### config.mk
export PLATFORM = sky130hd
export DESIGN_NAME = rcv_validity
export DESIGN_NICKNAME = d
export VERILOG_FILES = /design/src/design/rcv_pkg.sv /design/src/design/rcv_validity.sv
export SDC_FILE = /design/constraint.sdc
export NUM_CORES = 1
export LEC_CHECK = 0
export BUFFER_PORTS_ARGS = -buffer_cell sky130_fd_sc_hd__buf_4
export CAP_MARGIN = 15
export CORE_ASPECT_RATIO = 2
export CORE_MARGIN = 1.5
export CORE_UTILIZATION = 40
export DETAILED_ROUTE_END_ITERATION = 10
export GPL_TIMING_DRIVEN = 0
export HOLD_SLACK_MARGIN = 0.06
export MAX_ROUTING_LAYER = met4
export PLACE_DENSITY = 0.66
export SYNTH_ARGS = -nofsm -noshare
export SYNTH_HDL_FRONTEND = slang
export SYNTH_SLANG_ARGS = --single-unit
### constraint.sdc
create_clock -name mclk -period 1.3 [get_ports mclk]
set_input_delay 0.13 -clock mclk [delete_from_list [all_inputs] [get_ports mclk]]
set_output_delay 0.13 -clock mclk [all_outputs]
set_load 0.05 [all_outputs]
### src/design/rcv_pkg.sv
// Purpose: shared types and constants for the recorder command validity block
// Assumes: commands arrive already decoded by an upstream text parser
// Notes:   one command code per command word, states of the recorder
package rcv_pkg;

	typedef enum logic [4:0] {
		RCV_CMD_BIT,
		RCV_CMD_MASK,
		RCV_CMD_SANITIZE,
		RCV_CMD_UNLOAD,
		RCV_CMD_DUB,
		RCV_CMD_ERASE,
		RCV_CMD_EVENT,
		RCV_CMD_FILES,
		RCV_CMD_FIND,
		RCV_CMD_HEALTH,
		RCV_CMD_HELP,
		RCV_CMD_LOOP,
		RCV_CMD_INFO,
		RCV_CMD_LOAD,
		RCV_CMD_PLAYBACK,
		RCV_CMD_RECORD,
		RCV_CMD_REPLAY,
		RCV_CMD_RESET,
		RCV_CMD_SETUP,
		RCV_CMD_SHUTTLE,
		RCV_CMD_STATUS,
		RCV_CMD_STOP,
		RCV_CMD_TIME,
		RCV_CMD_SETUP_FILE,
		RCV_CMD_UNKNOWN
	} rcv_cmd_t;

	typedef enum logic [3:0] {
		RCV_ST_BIT,
		RCV_ST_BUSY,
		RCV_ST_SANITIZE,
		RCV_ST_ERASE,
		RCV_ST_ERROR,
		RCV_ST_FAIL,
		RCV_ST_FIND,
		RCV_ST_IDLE,
		RCV_ST_PLAYBACK_COMMAND,
		RCV_ST_POWER_ON,
		RCV_ST_RECORD,
		RCV_ST_REC_PLAYBACK_COMMAND
	} rcv_state_t;

	typedef enum logic [1:0] {
		RCV_TYPE_TAPE,
		RCV_TYPE_SOLID,
		RCV_TYPE_DISK
	} rcv_info_command_b_type_t;

	// Decoded command as handed over by the parser
	typedef struct packed {
		rcv_cmd_t cmd;
		logic     query;
		logic     setup_write;
	} rcv_req_t;

	// Verdict handed back for the response text
	typedef struct packed {
		logic     accepted;
		logic     unsupported;
		logic     wrong_state;
		rcv_cmd_t cmd;
	} rcv_resp_t;

	localparam logic [7:0] RCV_CHAR_CR = 8'h0D;
	localparam logic [7:0] RCV_CHAR_LF = 8'h0A;
	localparam logic [7:0] RCV_CHAR_E  = 8'h45;
	localparam logic [7:0] RCV_CHAR_N  = 8'h4E;
	localparam logic [7:0] RCV_CHAR_D  = 8'h44;

	localparam logic [2:0] RCV_TERM_RST = 3'h0;

endpackage

### src/design/rcv_validity.sv
// Purpose: frame command lines and judge each command against recorder state
// Assumes: bytes and decoded commands come from logic on mclk
// Notes:   rejected commands never change state; resp_valid is a one-cycle pulse, verdict holds until the next request
////////////////////////////////////////////////////////////////////////////////
// Notes on behaviour
// - Mask/setup/time changes only idle or error
// - Load only unloaded, unload only loaded
// - Event query in all states but busy, power-on, sanitize and erase; declaring while recording
// - Record with playback is an option
// - Mandatory command set depends on recorder type
// - Line ends at CR LF, setup-file at END
module rcv_validity #(
	parameter bit OPT_EVENT_IDLE  = 1'b0,
	parameter bit OPT_REC_PLAYBACK_COMMAND    = 1'b0,
	parameter bit OPT_OPTIONAL_ON = 1'b1
) (
	input  wire logic                     mclk,
	input  wire logic                     rst,
	input  wire logic [7:0]               rx_byte,
	input  wire logic                     rx_valid,
	input  wire logic                     setup_write_mode,
	output logic                          line_done,
	input  wire logic                     req_valid,
	input  wire rcv_pkg::rcv_req_t        req,
	input  wire rcv_pkg::rcv_state_t      rec_state,
	input  wire logic                     info_command_b_mounted,
	input  wire rcv_pkg::rcv_info_command_b_type_t info_command_b_type,
	output logic                          resp_valid,
	output rcv_pkg::rcv_resp_t            resp
);

	////////////////////////////////////////////////////////////////////////
	// Line framing
	typedef enum logic [2:0] {
		RCV_TS_HUNT,
		RCV_TS_LINE,
		RCV_TS_E,
		RCV_TS_N,
		RCV_TS_D,
		RCV_TS_CR
	} rcv_term_t;

	rcv_term_t term_seq;
	logic      prev_cr;
	logic      byte_cr;
	logic      byte_lf;
	logic      byte_e;
	logic      byte_n;
	logic      byte_d;
	logic      crlf_now;
	logic      end_now;

	// Character classes of the byte now on rx_byte
	always_comb begin
		byte_cr  = (rx_byte == rcv_pkg::RCV_CHAR_CR);
		byte_lf  = (rx_byte == rcv_pkg::RCV_CHAR_LF);
		byte_e   = (rx_byte == rcv_pkg::RCV_CHAR_E);
		byte_n   = (rx_byte == rcv_pkg::RCV_CHAR_N);
		byte_d   = (rx_byte == rcv_pkg::RCV_CHAR_D);
		crlf_now = rx_valid && prev_cr && byte_lf;
		end_now  = rx_valid && byte_lf && (term_seq == RCV_TS_CR);
	end

	// Whether the last valid byte was a CR
	always_ff @(posedge mclk or posedge rst) begin
		if (rst) begin
			prev_cr <= 1'b0;
		end else if (rx_valid) begin
			prev_cr <= byte_cr;
		end
	end

	// Tracks CR LF E N D CR LF for the setup-file upload
	always_ff @(posedge mclk or posedge rst) begin
		if (rst) begin
			term_seq <= rcv_term_t'(rcv_pkg::RCV_TERM_RST);
		end else if (rx_valid) begin
			if (!setup_write_mode) begin
				term_seq <= RCV_TS_HUNT;
			end else begin
				case (term_seq)
				RCV_TS_HUNT:
					term_seq <= crlf_now ? RCV_TS_LINE : RCV_TS_HUNT;
				RCV_TS_LINE:
					term_seq <= byte_e ? RCV_TS_E : RCV_TS_HUNT;
				RCV_TS_E:
					term_seq <= byte_n ? RCV_TS_N : RCV_TS_HUNT;
				RCV_TS_N:
					term_seq <= byte_d ? RCV_TS_D : RCV_TS_HUNT;
				RCV_TS_D:
					term_seq <= byte_cr ? RCV_TS_CR : RCV_TS_HUNT;
				RCV_TS_CR:
					// The closing CR LF also opens the next line
					term_seq <= byte_lf ? RCV_TS_LINE : RCV_TS_HUNT;
				default:
					term_seq <= RCV_TS_HUNT;
				endcase
			end
		end
	end

	// One-cycle pulse once the command line is complete
	always_ff @(posedge mclk or posedge rst) begin
		if (rst) begin
			line_done <= 1'b0;
		end else begin
			line_done <= setup_write_mode ? end_now : crlf_now;
		end
	end

	////////////////////////////////////////////////////////////////////////
	// Support check
	logic supported;

	always_comb begin
		supported = OPT_OPTIONAL_ON;
		case (req.cmd)
		rcv_pkg::RCV_CMD_BIT, rcv_pkg::RCV_CMD_FIND, rcv_pkg::RCV_CMD_INFO,
		rcv_pkg::RCV_CMD_PLAYBACK, rcv_pkg::RCV_CMD_RECORD,
		rcv_pkg::RCV_CMD_RESET, rcv_pkg::RCV_CMD_STATUS,
		rcv_pkg::RCV_CMD_STOP:
			supported = 1'b1;
		rcv_pkg::RCV_CMD_SANITIZE, rcv_pkg::RCV_CMD_ERASE:
			supported = (info_command_b_type != rcv_pkg::RCV_TYPE_TAPE)
				|| OPT_OPTIONAL_ON;
		rcv_pkg::RCV_CMD_UNKNOWN:
			supported = 1'b0;
		default:
			supported = OPT_OPTIONAL_ON;
		endcase
	end

	////////////////////////////////////////////////////////////////////////
	// State check
	logic valid_in_state;
	logic st_idle_err;
	logic st_recording;
	logic st_common;

	always_comb begin
		st_idle_err  = (rec_state == rcv_pkg::RCV_ST_IDLE)
			|| (rec_state == rcv_pkg::RCV_ST_ERROR);
		st_recording = (rec_state == rcv_pkg::RCV_ST_RECORD)
			|| (rec_state == rcv_pkg::RCV_ST_REC_PLAYBACK_COMMAND);
		// All states but busy and power-on
		st_common = (rec_state != rcv_pkg::RCV_ST_BUSY)
			&& (rec_state != rcv_pkg::RCV_ST_POWER_ON);
		valid_in_state = 1'b0;
		case (req.cmd)
		rcv_pkg::RCV_CMD_MASK, rcv_pkg::RCV_CMD_SETUP, rcv_pkg::RCV_CMD_TIME:
			valid_in_state = req.query ? st_common : st_idle_err;
		rcv_pkg::RCV_CMD_LOAD:
			valid_in_state = st_idle_err && !info_command_b_mounted;
		rcv_pkg::RCV_CMD_UNLOAD:
			valid_in_state = st_idle_err && info_command_b_mounted;
		rcv_pkg::RCV_CMD_EVENT:
			valid_in_state = st_common && (rec_state != rcv_pkg::RCV_ST_SANITIZE)
				&& (rec_state != rcv_pkg::RCV_ST_ERASE)
				&& (req.query || st_recording || OPT_EVENT_IDLE);
		rcv_pkg::RCV_CMD_PLAYBACK:
			valid_in_state = st_idle_err
				|| (rec_state == rcv_pkg::RCV_ST_RECORD && OPT_REC_PLAYBACK_COMMAND);
		rcv_pkg::RCV_CMD_RECORD:
			valid_in_state = st_idle_err
				|| ((rec_state == rcv_pkg::RCV_ST_FIND
				|| rec_state == rcv_pkg::RCV_ST_PLAYBACK_COMMAND) && OPT_REC_PLAYBACK_COMMAND);
		rcv_pkg::RCV_CMD_BIT:
			valid_in_state = st_idle_err || rec_state == rcv_pkg::RCV_ST_FAIL;
		rcv_pkg::RCV_CMD_SANITIZE, rcv_pkg::RCV_CMD_ERASE,
		rcv_pkg::RCV_CMD_SETUP_FILE:
			valid_in_state = st_idle_err;
		rcv_pkg::RCV_CMD_DUB, rcv_pkg::RCV_CMD_FIND, rcv_pkg::RCV_CMD_LOOP,
		rcv_pkg::RCV_CMD_REPLAY, rcv_pkg::RCV_CMD_SHUTTLE:
			valid_in_state = st_idle_err
				|| rec_state == rcv_pkg::RCV_ST_RECORD;
		rcv_pkg::RCV_CMD_FILES, rcv_pkg::RCV_CMD_INFO:
			valid_in_state = st_common && (rec_state != rcv_pkg::RCV_ST_SANITIZE)
				&& (rec_state != rcv_pkg::RCV_ST_ERASE);
		rcv_pkg::RCV_CMD_HEALTH, rcv_pkg::RCV_CMD_HELP:
			valid_in_state = st_common;
		rcv_pkg::RCV_CMD_RESET, rcv_pkg::RCV_CMD_STATUS:
			valid_in_state = rec_state != rcv_pkg::RCV_ST_POWER_ON;
		rcv_pkg::RCV_CMD_STOP:
			valid_in_state = rec_state == rcv_pkg::RCV_ST_FIND
				|| rec_state == rcv_pkg::RCV_ST_PLAYBACK_COMMAND || st_recording;
		default:
			valid_in_state = 1'b0;
		endcase
	end

	////////////////////////////////////////////////////////////////////////
	// Verdict register
	rcv_pkg::rcv_resp_t next_resp;

	// Exactly one verdict bit is set for every request
	always_comb begin
		next_resp             = '0;
		next_resp.cmd         = req.cmd;
		next_resp.unsupported = !supported;
		next_resp.wrong_state = supported && !valid_in_state;
		next_resp.accepted    = supported && valid_in_state;
	end

	// One-cycle pulse a cycle after each request
	always_ff @(posedge mclk or posedge rst) begin
		if (rst) begin
			resp_valid <= 1'b0;
		end else begin
			resp_valid <= req_valid;
		end
	end

	// Verdict holds until the next request
	always_ff @(posedge mclk or posedge rst) begin
		if (rst) begin
			resp <= '0;
		end else if (req_valid) begin
			resp <= next_resp;
		end
	end

endmodule
==> key figures <==
Routing
  – Vias/cell: slightly below 6
  – Wire length per cell: 16.0 microns
  – Final WL: approximately 3.2 mm
  – Vias: 1206
  – Post-DRT Antenna Nets: 0
  – Residual DRC: 0
  – Iter 0 DRT Violations: 25
  – Total iterations of the first detailed-routing run: 4

Clock network
  – Clock transition at path regs: 0.06 ns
  – Cts bufs inserted: 3
  – Clk buf depth: 2
  – Worst-Skew Late Latency: 0.24 ns
  – Root buf cell: clkbuf_8
  – TritonCTS clock tree: built
  – CTS Sinks: 14
  – H-tree depth reported by CTS: 1

Final layout
  – Layout cell share with drive strength beyond 1: 0.368
  – Layout net count: 202
  – Final Cell Area: 1550 sq um
  – Storage element area: 353 sq um
  – Area Overhead vs Synth: 35.6%
  – Final cell count without fillers: 203
  – Multi-input gate area: between 700 and 800 sq um
  – Ant diodes: 0
  – Fillcell total: 270

Worst setup path
  – WS Path Type: in -> reg
  – CP Launch Type: primary input
  – Nature of the critical path endpoint: flop
  – WP data arrival: 1.41 ns
  – CP Max Fanout: 3
  – R2R depth: 4
  – Worst R2R Start: term_seq[2]
  – Critical Path Source: rx_byte[5]
  – Worst EP required: 1.46 ns

Synth
  – Post-synth EDFFs: 0
  – Post-synth top area cell: dfrtp_1
  – Sequential fraction of the synthesis area: 0.306
  – Syn Std Cell Area: 1150 sq um
  – Commonest cells post-synth: dfrtp_1 (14), nor2_1 (11), inv_1 (10), nand2_1 (8), nor2b_1 (7)
  – Syn Nets: 161
  – Synthesized flop and latch total: 14
  – Cell variety after synth: 45
  – Area share of the leading cell type in the synthesized netlist: 0.306
  – Top_reg_cell synth: dfrtp_1
  – Syn_area_per_cell: 8.55 sq um
  – Post-Synthesis Cells: 134
  – Top cells by area, synth: dfrtp_1 (31%), mux2_2 (4.9%), nor2b_1 (3.8%), nor2_1 (3.6%), inv_1 (3.3%)
  – Synth Warn #: 0
  – Synth async-reset ratio: 1.00
  – Top-count cell post-synth: dfrtp_1

Hold path
  – Hold path start: rx_valid
  – Worst Hold Depth: 2
  – Hold crit path type: in -> reg

Power
  – Clock power share: 0.314
  – Pwr/cell area: 852 nW/um^2
  – Logic pwr share: 0.325
  – Seq pwr share: 0.361
  – Switch share: 0.318
  – VDD IR max: 0.000596 V
  – Internal: 0.903 mW
  – P_sw: 0.421 mW
  – Leakage Power: 0.655 nW

Floorplan
  – # rows: 27
  – Die X: 40.9 microns
  – Full die area: roughly 3200 sq um
  – I/O pins: 37
  – Initial Util: 0.419
  – Core area: about 2700 sq um
  – Die Ht: 78.7 microns

Global route
  – First-pass GRT wire length: 4.89 mm
  – All-layer global routing usage: 0.221
  – Initial antenna violation count: 0
  – Vias in the first global route: 1162
  – Largest net degree at the start of global routing: 15
  – Total grt overflow: 0

Timing
  – Tmin final: between 1 and 1.5 ns
  – Worst slew pin tran: 0.513 ns
  – Worst Skew: 0.00183 ns
  – Finish-stage setup viols: 0
  – Slew Viols, Final: 0
  – Hold Fails Final Rpt: 0
  – Final period utilization: 0.959
  – Fmax: about 800 MHz
  – Headroom to the max-slew limit: 0.658

Placed design
  – Placement Cell Area: roughly 1400 sq um
  – Placed insts: 195
  – DP HPWL: 2.62 mm
  – Port Buffers: 32
  – Routability cong.: 0.801

Outcome
  – Status: complete, no violations

Run
  – Maxcap violations: 0
## power by group through the flow
stage	Sequential (mW)	Clock, mW	Combinational [mW]
after global placement	0.486	0	0.407
after CTS	0.479	0.428	0.425
after detailed placement	0.486	0	0.416
after global routing	0.482	0.446	0.455
final	0.478	0.416	0.431
after floorplan	0.582	0	0.158
## per-layer routing
| metal | wire length, microns | track usage |
|---|---|---|
| met4 | 121 | 0.107 |
| met5 | 0 | - |
| met1 | 1070 | 0.185 |
| met2 | 1930 | 0.422 |
| met3 | 130 | 0.0112 |
## kinds of logic after synthesis
family | Yosys count | share of synthesized area
and+or+nand+nor | 63 | 0.335
AOI/OAI and AO/OA | 30 | 0.201
buffers and inverters | 17 | 0.0688
DFF | 14 | 0.306
muxes | 7 | 0.0666
xor gates and xnor gates | 3 | 0.0229
## stage by stage
stage | util | total power, mW | hold slack (ns) | setup WS [ns] | setup TNS [ns]
after floorplan | - | 0.741 | 0.0192 | 0.0313 | 0
after global placement | 0.520 | 0.892 | 0.193 | -0.276 | -0.942
after detailed placement | 0.520 | 0.902 | 0.206 | -0.288 | -1.03
after CTS | 0.555 | 1.33 | 0.242 | 0.0240 | 0
after global routing | 0.568 | 1.38 | 0.261 | -0.000128 | -0.000128
final | 0.568 | 1.32 | 0.248 | 0.0537 | 0
## cell usage in the layout, fill, tap and decap left out, drive strengths merged, types with 3 or more instances in the layout
| cell type | n |
|---|---|
| buf | 39 |
| dfrtp | 14 |
| nor2 | 11 |
| inv | 10 |
| nand2 | 8 |
| nor2b | 8 |
| clkbuf | 6 |
| nor3 | 5 |
| nand3 | 5 |
| mux2 | 5 |
| a21oi | 5 |
| nand4 | 5 |
| nand2b | 5 |
| o21ai | 5 |
| nor4 | 5 |
| a31oi | 3 |
| xor2 | 3 |
| o32ai | 3 |
| and2b | 3 |
| nor3b | 3 |
## path summary, 6_finish.rpt
path / slack, ns / endpoint
setup / recovery: 0.05 / term_seq[0]
hold / removal: 0.25 / prev_cr
setup reg to reg: 0.07 / term_seq[2]
hold reg to reg: 0.52 / resp[2]
max in group asynchronous: 0.45 / term_seq[1]
min in group asynchronous: 0.48 / prev_cr
## cell type report
cell class | instances | share of cell area
Timing Repair Buffer | 36 | 0.177
Sequential cell | 14 | 0.227
Clock buffer | 4 | 0.0354
Buffer | 7 | 0.0266
Tap cell | 29 | 0.0233
Multi-Input combinational cell | 103 | 0.486
Inverter | 10 | 0.0242
## state kept, by name, summed over array words and instances, names as in the netlist
register,count
term_seq,3
line_done,1
resp,8
resp_valid,1
prev_cr,1
## critical path, cell delays in order
cell	delay, ns
buf_4	0.11
or3_4	0.39
nor3b_4	0.21
buf_4	0.15
nand3_1	0.09
o211a_1	0.22
o22ai_1	0.11
## repair_timing
action                                  in CTS  in global routing
endpoints found under the setup margin       2                  3
endpoints found under the hold margin       15                  0
resized for setup                            2                  7
hold buffers                                 2                  0
setup buffers                                1                  1
pin swaps                                    2                  3
cloned                                       0                  0
No activity file was read; power rests on OpenSTA's default activity.
